<file path="config.mk">
export PLATFORM = sky130hd
export DESIGN_NAME = gpdi_device
export DESIGN_NICKNAME = d
export VERILOG_FILES = /design/src/gpdi_pkg.sv /design/src/gpdi_byte_if.sv /design/src/gpdi_device.sv /design/src/gpdi_buf2.sv /design/src/gpdi_source.sv
export SDC_FILE = /design/constraint.sdc
export NUM_CORES = 1
export LEC_CHECK = 0
export BUFFER_PORTS_ARGS = -buffer_cell sky130_fd_sc_hd__buf_2
export CORE_UTILIZATION = 55
export CTS_BUF_LIST = sky130_fd_sc_hd__clkbuf_2 sky130_fd_sc_hd__clkbuf_4 sky130_fd_sc_hd__clkbuf_8
export CTS_CLUSTER_DIAMETER = 120
export DETAILED_ROUTE_END_ITERATION = 10
export MAX_ROUTING_LAYER = met4
export PLACE_DENSITY = 0.84
export SETUP_SLACK_MARGIN = 0.05
export SLEW_MARGIN = 0
export SYNTH_ARGS = -nofsm -noshare
export SYNTH_HDL_FRONTEND = slang
export SYNTH_SLANG_ARGS = --single-unit
</file>
<file path="constraint.sdc">
create_clock -name i_clk -period 4.3 [get_ports i_clk]
set_input_delay 0.215 -clock i_clk [delete_from_list [all_inputs] [get_ports i_clk]]
set_output_delay 0.215 -clock i_clk [all_outputs]
set_load 0.01 [all_outputs]
</file>
<file path="src/gpdi_pkg.sv">
package gpdi_pkg;
  // ---------------------------------------------------------------------------
  // timing
  // ---------------------------------------------------------------------------
  localparam int unsigned CLK_PERIOD_PS = 25000;
  localparam int unsigned T_ATN_STABLE_NS = 100;
  localparam int unsigned T_SETTLE_NS = 50;
  // least times round up to whole cycles
  localparam int unsigned ATN_STABLE_CYC = (T_ATN_STABLE_NS * 1000 + CLK_PERIOD_PS - 1) / CLK_PERIOD_PS;
  localparam int unsigned SETTLE_CYC = (T_SETTLE_NS * 1000 + CLK_PERIOD_PS - 1) / CLK_PERIOD_PS;
  localparam logic [3:0] ATN_STABLE_CNT = 4'(ATN_STABLE_CYC);
  localparam logic [3:0] SETTLE_CNT = 4'(SETTLE_CYC);
  // ---------------------------------------------------------------------------
  // multiline command codes, dio8 taken as zero
  // ---------------------------------------------------------------------------
  localparam logic [6:0] CMD_GO_LOCAL = 7'h01;
  localparam logic [6:0] CMD_SEL_CLEAR = 7'h04;
  localparam logic [6:0] CMD_TRIGGER = 7'h08;
  localparam logic [6:0] CMD_LOCKOUT = 7'h11;
  localparam logic [6:0] CMD_DEV_CLEAR = 7'h14;
  localparam logic [6:0] CMD_POLL_ON = 7'h18;
  localparam logic [6:0] CMD_POLL_OFF = 7'h19;
  localparam logic [6:0] CMD_UNLISTEN = 7'h3F;
  localparam logic [6:0] CMD_UNTALK = 7'h5F;
  localparam logic [1:0] GRP_LISTEN = 2'h1;
  localparam logic [1:0] GRP_TALK = 2'h2;
  localparam logic [1:0] GRP_SECONDARY = 2'h3;
  // ---------------------------------------------------------------------------
  // serial poll status byte
  // ---------------------------------------------------------------------------
  localparam int unsigned POLL_RQS_BIT = 6;
  localparam int unsigned BYTE_W = 8;
endpackage : gpdi_pkg

</file>
<file path="src/gpdi_byte_if.sv">
`timescale 1ns/1ps
// byte stream with end marker, valid/ready handshake
interface gpdi_byte_if;
  logic valid;
  logic ready;
  logic [gpdi_pkg::BYTE_W-1:0] data;
  logic last;
  modport src (output valid, output data, output last, input ready);
  modport snk (input valid, input data, input last, output ready);
endinterface : gpdi_byte_if

</file>
<file path="src/gpdi_device.sv">
`timescale 1ns/1ps
module gpdi_device (
  input wire logic i_clk,
  input wire logic i_rst_n,
  // bus pins, all low true
  input wire logic [7:0] i_dio_n,
  output logic [7:0] o_dio_n,
  output logic o_dio_oe_n,
  input wire logic i_atn_n,
  input wire logic i_ifc_n,
  input wire logic i_ren_n,
  input wire logic i_eoi_n,
  output logic o_eoi_n,
  output logic o_eoi_oe_n,
  input wire logic i_srq_n,
  output logic o_srq_n,
  output logic o_srq_oe_n,
  input wire logic i_dav_n,
  output logic o_dav_n,
  output logic o_dav_oe_n,
  input wire logic i_nrfd_n,
  output logic o_nrfd_n,
  output logic o_nrfd_oe_n,
  input wire logic i_ndac_n,
  output logic o_ndac_n,
  output logic o_ndac_oe_n,
  // instrument side
  input wire logic [4:0] i_pri_addr,
  input wire logic i_srq_req,
  input wire logic [5:0] i_status,
  output logic o_rx_valid,
  input wire logic i_rx_ready,
  output logic [7:0] o_rx_data,
  output logic o_rx_last,
  input wire logic i_tx_valid,
  output logic o_tx_ready,
  input wire logic [7:0] i_tx_data,
  input wire logic i_tx_last,
  output logic o_remote,
  output logic o_lockout,
  output logic o_talker,
  output logic o_listener,
  output logic o_poll_mode,
  output logic o_dev_clear,
  output logic o_trigger
);
  typedef enum logic [1:0] {A_IDLE, A_TAKE, A_DONE} gpdi_acc_state_t;

  // ---------------------------------------------------------------------------
  // decoding helpers
  // ---------------------------------------------------------------------------
  // address group of a command byte, top two of the seven low bits
  function automatic logic [1:0] grp_of(input logic [6:0] b);
    grp_of = b[6:5];
  endfunction : grp_of

  function automatic logic addr_hit(input logic [6:0] b, input logic [1:0] grp, input logic [4:0] a);
    addr_hit = (grp_of(b) == grp) && (b[4:0] == a);
  endfunction : addr_hit

  // ---------------------------------------------------------------------------
  // bus line levels, turned into true-high
  // ---------------------------------------------------------------------------
  logic atn;
  logic ifc;
  logic ren;
  logic dav;
  assign atn = ~i_atn_n;
  assign ifc = ~i_ifc_n;
  assign ren = ~i_ren_n;
  assign dav = ~i_dav_n;

  gpdi_byte_if rx_in ();
  gpdi_byte_if rx_out ();
  gpdi_byte_if tx_bus ();

  gpdi_acc_state_t acc_state;
  logic [7:0] cap_byte;
  logic cap_last;
  logic cap_cmd;
  logic nrfd_drv;
  logic ndac_drv;
  logic atn_d;
  logic ren_d;
  logic [3:0] atn_guard;
  logic guard_busy;
  logic acc_active;
  logic can_take;
  logic cmd_strobe;
  logic [6:0] cmd;
  logic addressed_cmd;
  logic src_abort;
  logic src_dio_oe_n;
  logic src_eoi_oe_n;
  logic [7:0] src_dio_n;

  // ---------------------------------------------------------------------------
  // atn guard window
  // ---------------------------------------------------------------------------
  // hold the acceptor lines still right after attention is asserted
  always_ff @(posedge i_clk or negedge i_rst_n)
  begin
    if (!i_rst_n)
    begin
      atn_d <= 1'b0;
      atn_guard <= '0;
    end
    else
    begin
      atn_d <= atn;
      if (atn && !atn_d)
        atn_guard <= gpdi_pkg::ATN_STABLE_CNT;
      else if (atn_guard != '0)
        atn_guard <= atn_guard - 1'b1;
    end
  end

  assign guard_busy = (atn && !atn_d) || (atn_guard != '0);

  // ---------------------------------------------------------------------------
  // acceptor handshake
  // ---------------------------------------------------------------------------
  // every device accepts while attention is true, data only when listening
  assign acc_active = atn || (o_listener && !ifc);
  // commands are always taken, data only when the buffer has room
  assign can_take = atn || rx_in.ready;

  always_ff @(posedge i_clk or negedge i_rst_n)
  begin
    if (!i_rst_n)
    begin
      acc_state <= A_IDLE;
      nrfd_drv <= 1'b0;
      ndac_drv <= 1'b0;
      cap_byte <= '0;
      cap_last <= 1'b0;
      cap_cmd <= 1'b0;
    end
    else if (!guard_busy)
    begin
      if (!acc_active)
      begin
        // not taking part: both lines released
        acc_state <= A_IDLE;
        nrfd_drv <= 1'b0;
        ndac_drv <= 1'b0;
      end
      else
      begin
        unique case (acc_state)
          A_IDLE:
            begin
              ndac_drv <= 1'b1;
              nrfd_drv <= !can_take;
              if (dav && !nrfd_drv)
              begin
                cap_byte <= ~i_dio_n;
                cap_last <= ~i_eoi_n;
                cap_cmd <= atn;
                nrfd_drv <= 1'b1;
                acc_state <= A_TAKE;
              end
            end
          A_TAKE:
            // a command is consumed at once, data waits for the buffer
            if (cap_cmd || rx_in.ready)
            begin
              ndac_drv <= 1'b0;
              acc_state <= A_DONE;
            end
          A_DONE:
            if (!dav)
            begin
              ndac_drv <= 1'b1;
              acc_state <= A_IDLE;
            end
          default:
            acc_state <= A_IDLE;
        endcase
      end
    end
  end

  // data bytes enter the buffer in the take cycle
  assign rx_in.valid = (acc_state == A_TAKE) && !cap_cmd && !guard_busy && acc_active;
  assign rx_in.data = cap_byte;
  assign rx_in.last = cap_last;

  // a command is acted on exactly once, as the acceptor leaves the take state
  assign cmd_strobe = (acc_state == A_TAKE) && cap_cmd && !guard_busy && acc_active;
  assign cmd = cap_byte[6:0];
  assign addressed_cmd = cmd_strobe && o_listener;

  // ---------------------------------------------------------------------------
  // receive buffer
  // ---------------------------------------------------------------------------
  // two entries let the bus finish a byte while the instrument is stalled
  gpdi_buf2 #(
    .DEPTH(2)
  ) u_rx_buf (
    .i_clk(i_clk),
    .i_rst_n(i_rst_n),
    .s_in(rx_in),
    .s_out(rx_out)
  );

  assign o_rx_valid = rx_out.valid;
  assign rx_out.ready = i_rx_ready;
  assign o_rx_data = rx_out.data;
  assign o_rx_last = rx_out.last;

  // ---------------------------------------------------------------------------
  // addressing
  // ---------------------------------------------------------------------------
  always_ff @(posedge i_clk or negedge i_rst_n)
  begin
    if (!i_rst_n)
    begin
      o_listener <= 1'b0;
      o_talker <= 1'b0;
    end
    else if (ifc)
    begin
      o_listener <= 1'b0;
      o_talker <= 1'b0;
    end
    else if (cmd_strobe && grp_of(cmd) != gpdi_pkg::GRP_SECONDARY)
    begin
      if (cmd == gpdi_pkg::CMD_UNLISTEN)
        o_listener <= 1'b0;
      else if (addr_hit(cmd, gpdi_pkg::GRP_LISTEN, i_pri_addr))
        o_listener <= 1'b1;
      if (cmd == gpdi_pkg::CMD_UNTALK)
        o_talker <= 1'b0;
      else if (addr_hit(cmd, gpdi_pkg::GRP_TALK, i_pri_addr))
        o_talker <= 1'b1;
      else if (grp_of(cmd) == gpdi_pkg::GRP_TALK)
        o_talker <= 1'b0; // another talker was named, only one may talk
    end
  end

  // ---------------------------------------------------------------------------
  // remote, lockout and serial poll state
  // ---------------------------------------------------------------------------
  always_ff @(posedge i_clk or negedge i_rst_n)
  begin
    if (!i_rst_n)
    begin
      ren_d <= 1'b0;
      o_remote <= 1'b0;
      o_lockout <= 1'b0;
    end
    else
    begin
      ren_d <= ren;
      if (!ren)
      begin
        // without remote enable the front panel always rules
        o_remote <= 1'b0;
        o_lockout <= 1'b0;
      end
      else
      begin
        if (ren && !ren_d)
          o_remote <= 1'b1;
        else if (addressed_cmd && cmd == gpdi_pkg::CMD_GO_LOCAL)
          o_remote <= 1'b0;
        else if (cmd_strobe && addr_hit(cmd, gpdi_pkg::GRP_LISTEN, i_pri_addr))
          o_remote <= 1'b1;
        if (cmd_strobe && cmd == gpdi_pkg::CMD_LOCKOUT)
          o_lockout <= 1'b1;
      end
    end
  end

  always_ff @(posedge i_clk or negedge i_rst_n)
  begin
    if (!i_rst_n)
      o_poll_mode <= 1'b0;
    else if (ifc)
      o_poll_mode <= 1'b0;
    else if (cmd_strobe && cmd == gpdi_pkg::CMD_POLL_ON)
      o_poll_mode <= 1'b1;
    else if (cmd_strobe && cmd == gpdi_pkg::CMD_POLL_OFF)
      o_poll_mode <= 1'b0;
  end

  // ---------------------------------------------------------------------------
  // one-cycle requests to the instrument
  // ---------------------------------------------------------------------------
  always_ff @(posedge i_clk or negedge i_rst_n)
  begin
    if (!i_rst_n)
    begin
      o_dev_clear <= 1'b0;
      o_trigger <= 1'b0;
    end
    else
    begin
      o_dev_clear <= (cmd_strobe && cmd == gpdi_pkg::CMD_DEV_CLEAR)
        || (addressed_cmd && cmd == gpdi_pkg::CMD_SEL_CLEAR);
      o_trigger <= addressed_cmd && cmd == gpdi_pkg::CMD_TRIGGER;
    end
  end

  // ---------------------------------------------------------------------------
  // talker source
  // ---------------------------------------------------------------------------
  // in poll mode the status byte replaces instrument data
  assign src_abort = atn || ifc || !o_talker;
  assign tx_bus.valid = o_poll_mode ? 1'b1 : i_tx_valid;
  assign tx_bus.data = o_poll_mode ? {1'b0, i_srq_req, i_status} : i_tx_data;
  assign tx_bus.last = o_poll_mode ? 1'b1 : i_tx_last;
  assign o_tx_ready = tx_bus.ready && !o_poll_mode;

  gpdi_source u_source (
    .i_clk(i_clk),
    .i_rst_n(i_rst_n),
    .i_abort(src_abort),
    .i_nrfd_n(i_nrfd_n),
    .i_ndac_n(i_ndac_n),
    .s_tx(tx_bus),
    .o_dio_n(src_dio_n),
    .o_dio_oe_n(src_dio_oe_n),
    .o_dav_oe_n(o_dav_oe_n),
    .o_eoi_oe_n(src_eoi_oe_n)
  );

  assign o_dio_n = src_dio_n;
  assign o_dio_oe_n = src_dio_oe_n;
  assign o_eoi_oe_n = src_eoi_oe_n;

  // ---------------------------------------------------------------------------
  // open-drain pin drive
  // ---------------------------------------------------------------------------
  // these lines are only ever pulled low; a release lets the bus float high
  assign o_eoi_n = 1'b0;
  assign o_dav_n = 1'b0;
  assign o_nrfd_n = 1'b0;
  assign o_ndac_n = 1'b0;
  assign o_srq_n = 1'b0;
  assign o_nrfd_oe_n = ~nrfd_drv;
  assign o_ndac_oe_n = ~ndac_drv;
  assign o_srq_oe_n = ~i_srq_req;
endmodule : gpdi_device

</file>
<file path="src/gpdi_buf2.sv">
`timescale 1ns/1ps
module gpdi_buf2 #(
  parameter int unsigned DEPTH = 2
) (
  input wire logic i_clk,
  input wire logic i_rst_n,
  gpdi_byte_if.snk s_in,
  gpdi_byte_if.src s_out
);
  localparam int unsigned AW = (DEPTH > 1) ? $clog2(DEPTH) : 1;
  localparam logic [AW:0] FULL_CNT = (AW + 1)'(DEPTH);
  localparam logic [AW-1:0] LAST_IDX = AW'(DEPTH - 1);

  logic [gpdi_pkg::BYTE_W:0] mem [DEPTH];
  logic [AW-1:0] wr_ptr;
  logic [AW-1:0] rd_ptr;
  logic [AW:0] count;
  logic push;
  logic pop;

  // ready drops when full so the acceptor holds off the bus
  assign s_in.ready = (count != FULL_CNT);
  assign s_out.valid = (count != '0);
  assign s_out.data = mem[rd_ptr][gpdi_pkg::BYTE_W-1:0];
  assign s_out.last = mem[rd_ptr][gpdi_pkg::BYTE_W];
  assign push = s_in.valid && s_in.ready;
  assign pop = s_out.valid && s_out.ready;

  // storage, no reset needed on the data array
  always_ff @(posedge i_clk)
  begin
    if (push)
    begin
      mem[wr_ptr] <= {s_in.last, s_in.data};
    end
  end

  // pointers and fill level
  always_ff @(posedge i_clk or negedge i_rst_n)
  begin
    if (!i_rst_n)
    begin
      wr_ptr <= '0;
      rd_ptr <= '0;
      count <= '0;
    end
    else
    begin
      if (push)
        wr_ptr <= (wr_ptr == LAST_IDX) ? '0 : wr_ptr + 1'b1;
      if (pop)
        rd_ptr <= (rd_ptr == LAST_IDX) ? '0 : rd_ptr + 1'b1;
      if (push && !pop)
        count <= count + 1'b1;
      else if (pop && !push)
        count <= count - 1'b1;
    end
  end
endmodule : gpdi_buf2

</file>
<file path="src/gpdi_source.sv">
`timescale 1ns/1ps
module gpdi_source (
  input wire logic i_clk,
  input wire logic i_rst_n,
  input wire logic i_abort,
  input wire logic i_nrfd_n,
  input wire logic i_ndac_n,
  gpdi_byte_if.snk s_tx,
  output logic [7:0] o_dio_n,
  output logic o_dio_oe_n,
  output logic o_dav_oe_n,
  output logic o_eoi_oe_n
);
  typedef enum logic [2:0] {S_IDLE, S_SETTLE, S_WAIT_RDY, S_VALID, S_WAIT_NDAC} gpdi_src_state_t;
  gpdi_src_state_t state;
  logic [3:0] settle;

  // a byte is taken from the stream only when the bus side is free
  assign s_tx.ready = (state == S_IDLE) && !i_abort;

  // ---------------------------------------------------------------------------
  // source handshake
  // ---------------------------------------------------------------------------
  always_ff @(posedge i_clk or negedge i_rst_n)
  begin
    if (!i_rst_n)
    begin
      state <= S_IDLE;
      settle <= '0;
      o_dio_n <= 8'hFF;
      o_dio_oe_n <= 1'b1;
      o_dav_oe_n <= 1'b1;
      o_eoi_oe_n <= 1'b1;
    end
    else if (i_abort)
    begin
      // controller took the bus: let go of every line at once
      state <= S_IDLE;
      o_dio_oe_n <= 1'b1;
      o_dav_oe_n <= 1'b1;
      o_eoi_oe_n <= 1'b1;
    end
    else
    begin
      unique case (state)
        S_IDLE:
          if (s_tx.valid)
          begin
            o_dio_n <= ~s_tx.data;
            o_dio_oe_n <= 1'b0;
            o_eoi_oe_n <= ~s_tx.last;
            settle <= gpdi_pkg::SETTLE_CNT;
            state <= S_SETTLE;
          end
        S_SETTLE:
          begin
            // let the data lines settle before they are offered as valid
            settle <= settle - 1'b1;
            if (settle == 4'h1)
              state <= S_WAIT_RDY;
          end
        S_WAIT_RDY:
          if (i_nrfd_n && !i_ndac_n)
          begin
            o_dav_oe_n <= 1'b0;
            state <= S_VALID;
          end
        S_VALID:
          if (i_ndac_n)
          begin
            o_dav_oe_n <= 1'b1;
            state <= S_WAIT_NDAC;
          end
        S_WAIT_NDAC:
          if (!i_ndac_n)
          begin
            o_dio_oe_n <= 1'b1;
            o_eoi_oe_n <= 1'b1;
            state <= S_IDLE;
          end
        default:
          state <= S_IDLE;
      endcase
    end
  end
endmodule : gpdi_source

</file>
==> flow_summary.json <==
{
  "outcome": "complete, no violations",
  "synth_area_mm2": 0.00317,
  "p_seq_share_pct": 50.2,
  "clock-sinks": 67,
  "track_usage_pct": 23.4,
  "grt_pass1_vias": 2311,
  "ys_warn_count": 0,
  "pre_cts_ws_ns": 1.63,
  "ys_seq_elements": 67,
  "final_max_slew_viol_count": 0,
  "finalSetupViolCount": 0,
  "async_flop_share_pct": 73.1,
  "reg2reg_slack_ns": 1.63,
  "clk_path_buf_depth": 2,
  "switching_share_pct": 32.8,
  "timing.rr.end": "u_rx_buf.mem[1][0]$_DFFE_PP_",
  "cp_data_arrival_time_ns": 2.65,
  "diodes": 0,
  "die_h_um": 78.0,
  "num_vias": 2349,
  "tns_ns": 0,
  "clk_latency_ns": 0.34,
  "grt_antenna_before_repair": 0,
  "comb_power_share_pct": 22.5,
  "total_power_mw": 1.85,
  "vdd_ir_drop_max_mv": 0.302,
  "drc_errors": 0,
  "timing.hold.ws_ns": 0.0382,
  "rsz0062_at_grt": "false",
  "areaGrowthSynthToFinish_pct": 18.3,
  "dpl.hpwl_mm": 4.34,
  "core_region_area_mm2": 0.00554,
  "ctsRootBufferMaster": "clkbuf_8",
  "post-route-min-period_ns": 2.67,
  "synth-xor-area-share_pct": 3.59,
  "final_core_util_pct": 67.8,
  "grt_first_pass_wirelength_mm": 10.5,
  "worstSetupPathType": "reg2reg",
  "final_cell_area_mm2": 0.00376,
  "grt_max_degree": 50,
  "cts_buffers": 9,
  "crit_end": "u_rx_buf.mem[1][0]$_DFFE_PP_",
  "wirelength_mm": 6.31,
  "grt_remaining_overflow": 0,
  "fin_crit_sh_pct": 62.0,
  "detail_route.wl_per_cell_um": 14.6,
  "syn_area_per_cell_um2": 11.2,
  "synth-compound-area-share_pct": 10.1,
  "synth_top_family_by_area": "simple AND/OR/NAND/NOR gates",
  "initial_core_util_pct": 57.3,
  "synth_cells": 284,
  "postCtsSetupBuffers": 0,
  "portBuffers": 71,
  "p_switching_mw": 0.605,
  "cts-htree-levels": 3,
  "synth_mux_area_share_pct": 7.88,
  "cp-end-kind": "flop",
  "synthTopCellsByArea": "dfrtp_1 (30%), edfxtp_1 (17%), dfstp_2 (9.1%), mux2_2 (5.7%), nand2_1 (3.1%)",
  "ys.flop_type": "dfrtp_1",
  "fmax_mhz": 375,
  "synth_edf_count": 18,
  "maxCapViolCount": 0,
  "worstHoldPathType": "in2reg",
  "ff2ff_path_depth": 7,
  "crit_start": "atn_guard[0]$_DFFE_PN0P_",
  "yosysSeqAreaShare_pct": 56.1,
  "drtIter0Drc": 134,
  "setup_slack_ns": 1.63,
  "cts_tree": "built",
  "slew-limit-headroom_pct": 44.8,
  "drive_above_1_share_pct": 35.0,
  "placed_cells": 415,
  "num_io_pins": 78,
  "synth_simple_gate_area_share_pct": 15.3,
  "clk_pin_slew_worst_paths_ns": 0.07,
  "p_leak_nw": 1.69,
  "p_clk_share_pct": 27.3,
  "yosysTopAreaCellShare_pct": 30.0,
  "drtPass1Iterations": 4,
  "rr_startpoint": "atn_guard[0]$_DFFE_PN0P_",
  "critPathMaxFanout": 9,
  "power.density_mw_per_mm2": 492,
  "place.gp.congestion": 0.815,
  "drtAntennaViolNets": 0,
  "place_area_mm2": 0.00355,
  "die-area_mm2": 0.00608,
  "hold_viol": 0,
  "synthAdderAreaFrac_pct": 1.97,
  "yosys.area.top_type": "dfrtp_1",
  "final_nets": 401,
  "start_kind": "flop",
  "tightest_slew_ns": 0.825,
  "p_int_mw": 1.24,
  "synth.distinct_cells": 54,
  "std_cell_rows": 27,
  "final_cells": 432,
  "skew_ns": 0.00886,
  "vias_per_cell": 5.44,
  "cp_data_required_time_ns": 4.28,
  "die_x_um": 78.0
}
==> cells in the final DEF, fill, tap and decap left out, drive strengths merged, types with 7 or more instances in the layout <==
master,count
nor3,12
buf,73
a21oi,12
xor2,8
mux2i,7
edfxtp,18
o21ai,17
clkbuf,9
dfrtp,38
nand2,26
inv,17
nor2,25
dfstp,11
mux2,16
==> cell families after synthesis <==
logic type	Yosys count
AO/OA/AOI/OAI	49
XOR/XNOR	13
adder cells (fa/ha/maj)	5
buffers and inverters	35
flip-flops	67
multiplexers	23
other	1
AND/OR/NAND/NOR	91
==> final cells by class <==
class / instances / area [um^2]
fill: 414 / 1780
clock inverter: 7 / 68.8
tap: 72 / 90.1
clock buffer: 9 / 124
multi-input combinational: 186 / 1250
inverter: 17 / 63.8
sequential: 67 / 1780
timing repair buffer: 74 / 380
==> worst min-delay path by stage <==
stage,startpoint,endpoint,slack (ns),depth (start not counted)
6_report,i_tx_data[7],u_source.o_dio_n[7]$_DFFE_PN1P_,0.04,2
3_5_place_dp,i_rst_n,u_source.state[2]$_DFFE_PN0P_,0.36,2
3_3_place_gp,i_rst_n,u_source.state[2]$_DFFE_PN0P_,0.35,2
5_1_grt,i_tx_data[7],u_source.o_dio_n[7]$_DFFE_PN1P_,0.03,2
4_1_cts,i_tx_data[7],u_source.o_dio_n[7]$_DFFE_PN1P_,0.02,2
2_1_floorplan,i_rst_n,acc_state[0]$_DFFE_PN0P_,-0.08,0
==> metal layers <==
| metal | global-route usage, % | wire [um] |
|---|---|---|
| met3 | 6.00 | 373 |
| met1 | 30.4 | 2750 |
| met4 | 9.44 | 126 |
| met5 | - | 0 |
| met2 | 35.4 | 3060 |
==> critical path, cell delays in order (launching register included) <==
cell	delay, ns
dfrtp_1	0.41
inv_1	0.10
ha_1	0.16
or3b_1	0.49
nor2_2	0.30
nand2_1	0.14
nor3_2	0.27
and2_1	0.45
==> synth_stat cells, types with 3 or more instances <==
cell and count:
dfstp_2 11, buf_4 5, nand2_1 26, nor2_1 23
edfxtp_1 18, inv_1 17, nor3_1 10, mux2i_1 7
mux2_2 16, dfrtp_1 38, nand4b_1 3, and3_1 4
nor2b_1 3, xor2_1 8, a31oi_1 3, ha_1 5
o21ai_1 10, xnor2_1 5, o31ai_1 3, clkbuf_1 9
o21ai_0 7, a21oi_1 11
==> power groups by stage <==
stage               clock network (mW)  registers (mW)  logic [mW]
floorplan                            0           0.856       0.363
global placement                     0           0.925       0.395
detailed placement                   0           0.936       0.415
CTS                              0.514           0.928       0.421
global route                     0.541           0.952       0.473
finish                           0.503           0.928       0.416
==> timing repair <==
action,4_1_cts,5_1_grt
endpoints found under the hold margin,27,0
hold buffers,1,0
gates resized for setup,0,0
==> registers in the layout, summed over array words and instances, names as in the netlist, 2 cells and up <==
signal	flops
u_source.o_dio_n	8
atn_guard	4
u_rx_buf.mem	18
u_source.state	3
u_source.settle	4
cap_byte	8
u_rx_buf.count	2
acc_state	2
Power figures use the tool's default switching activity.
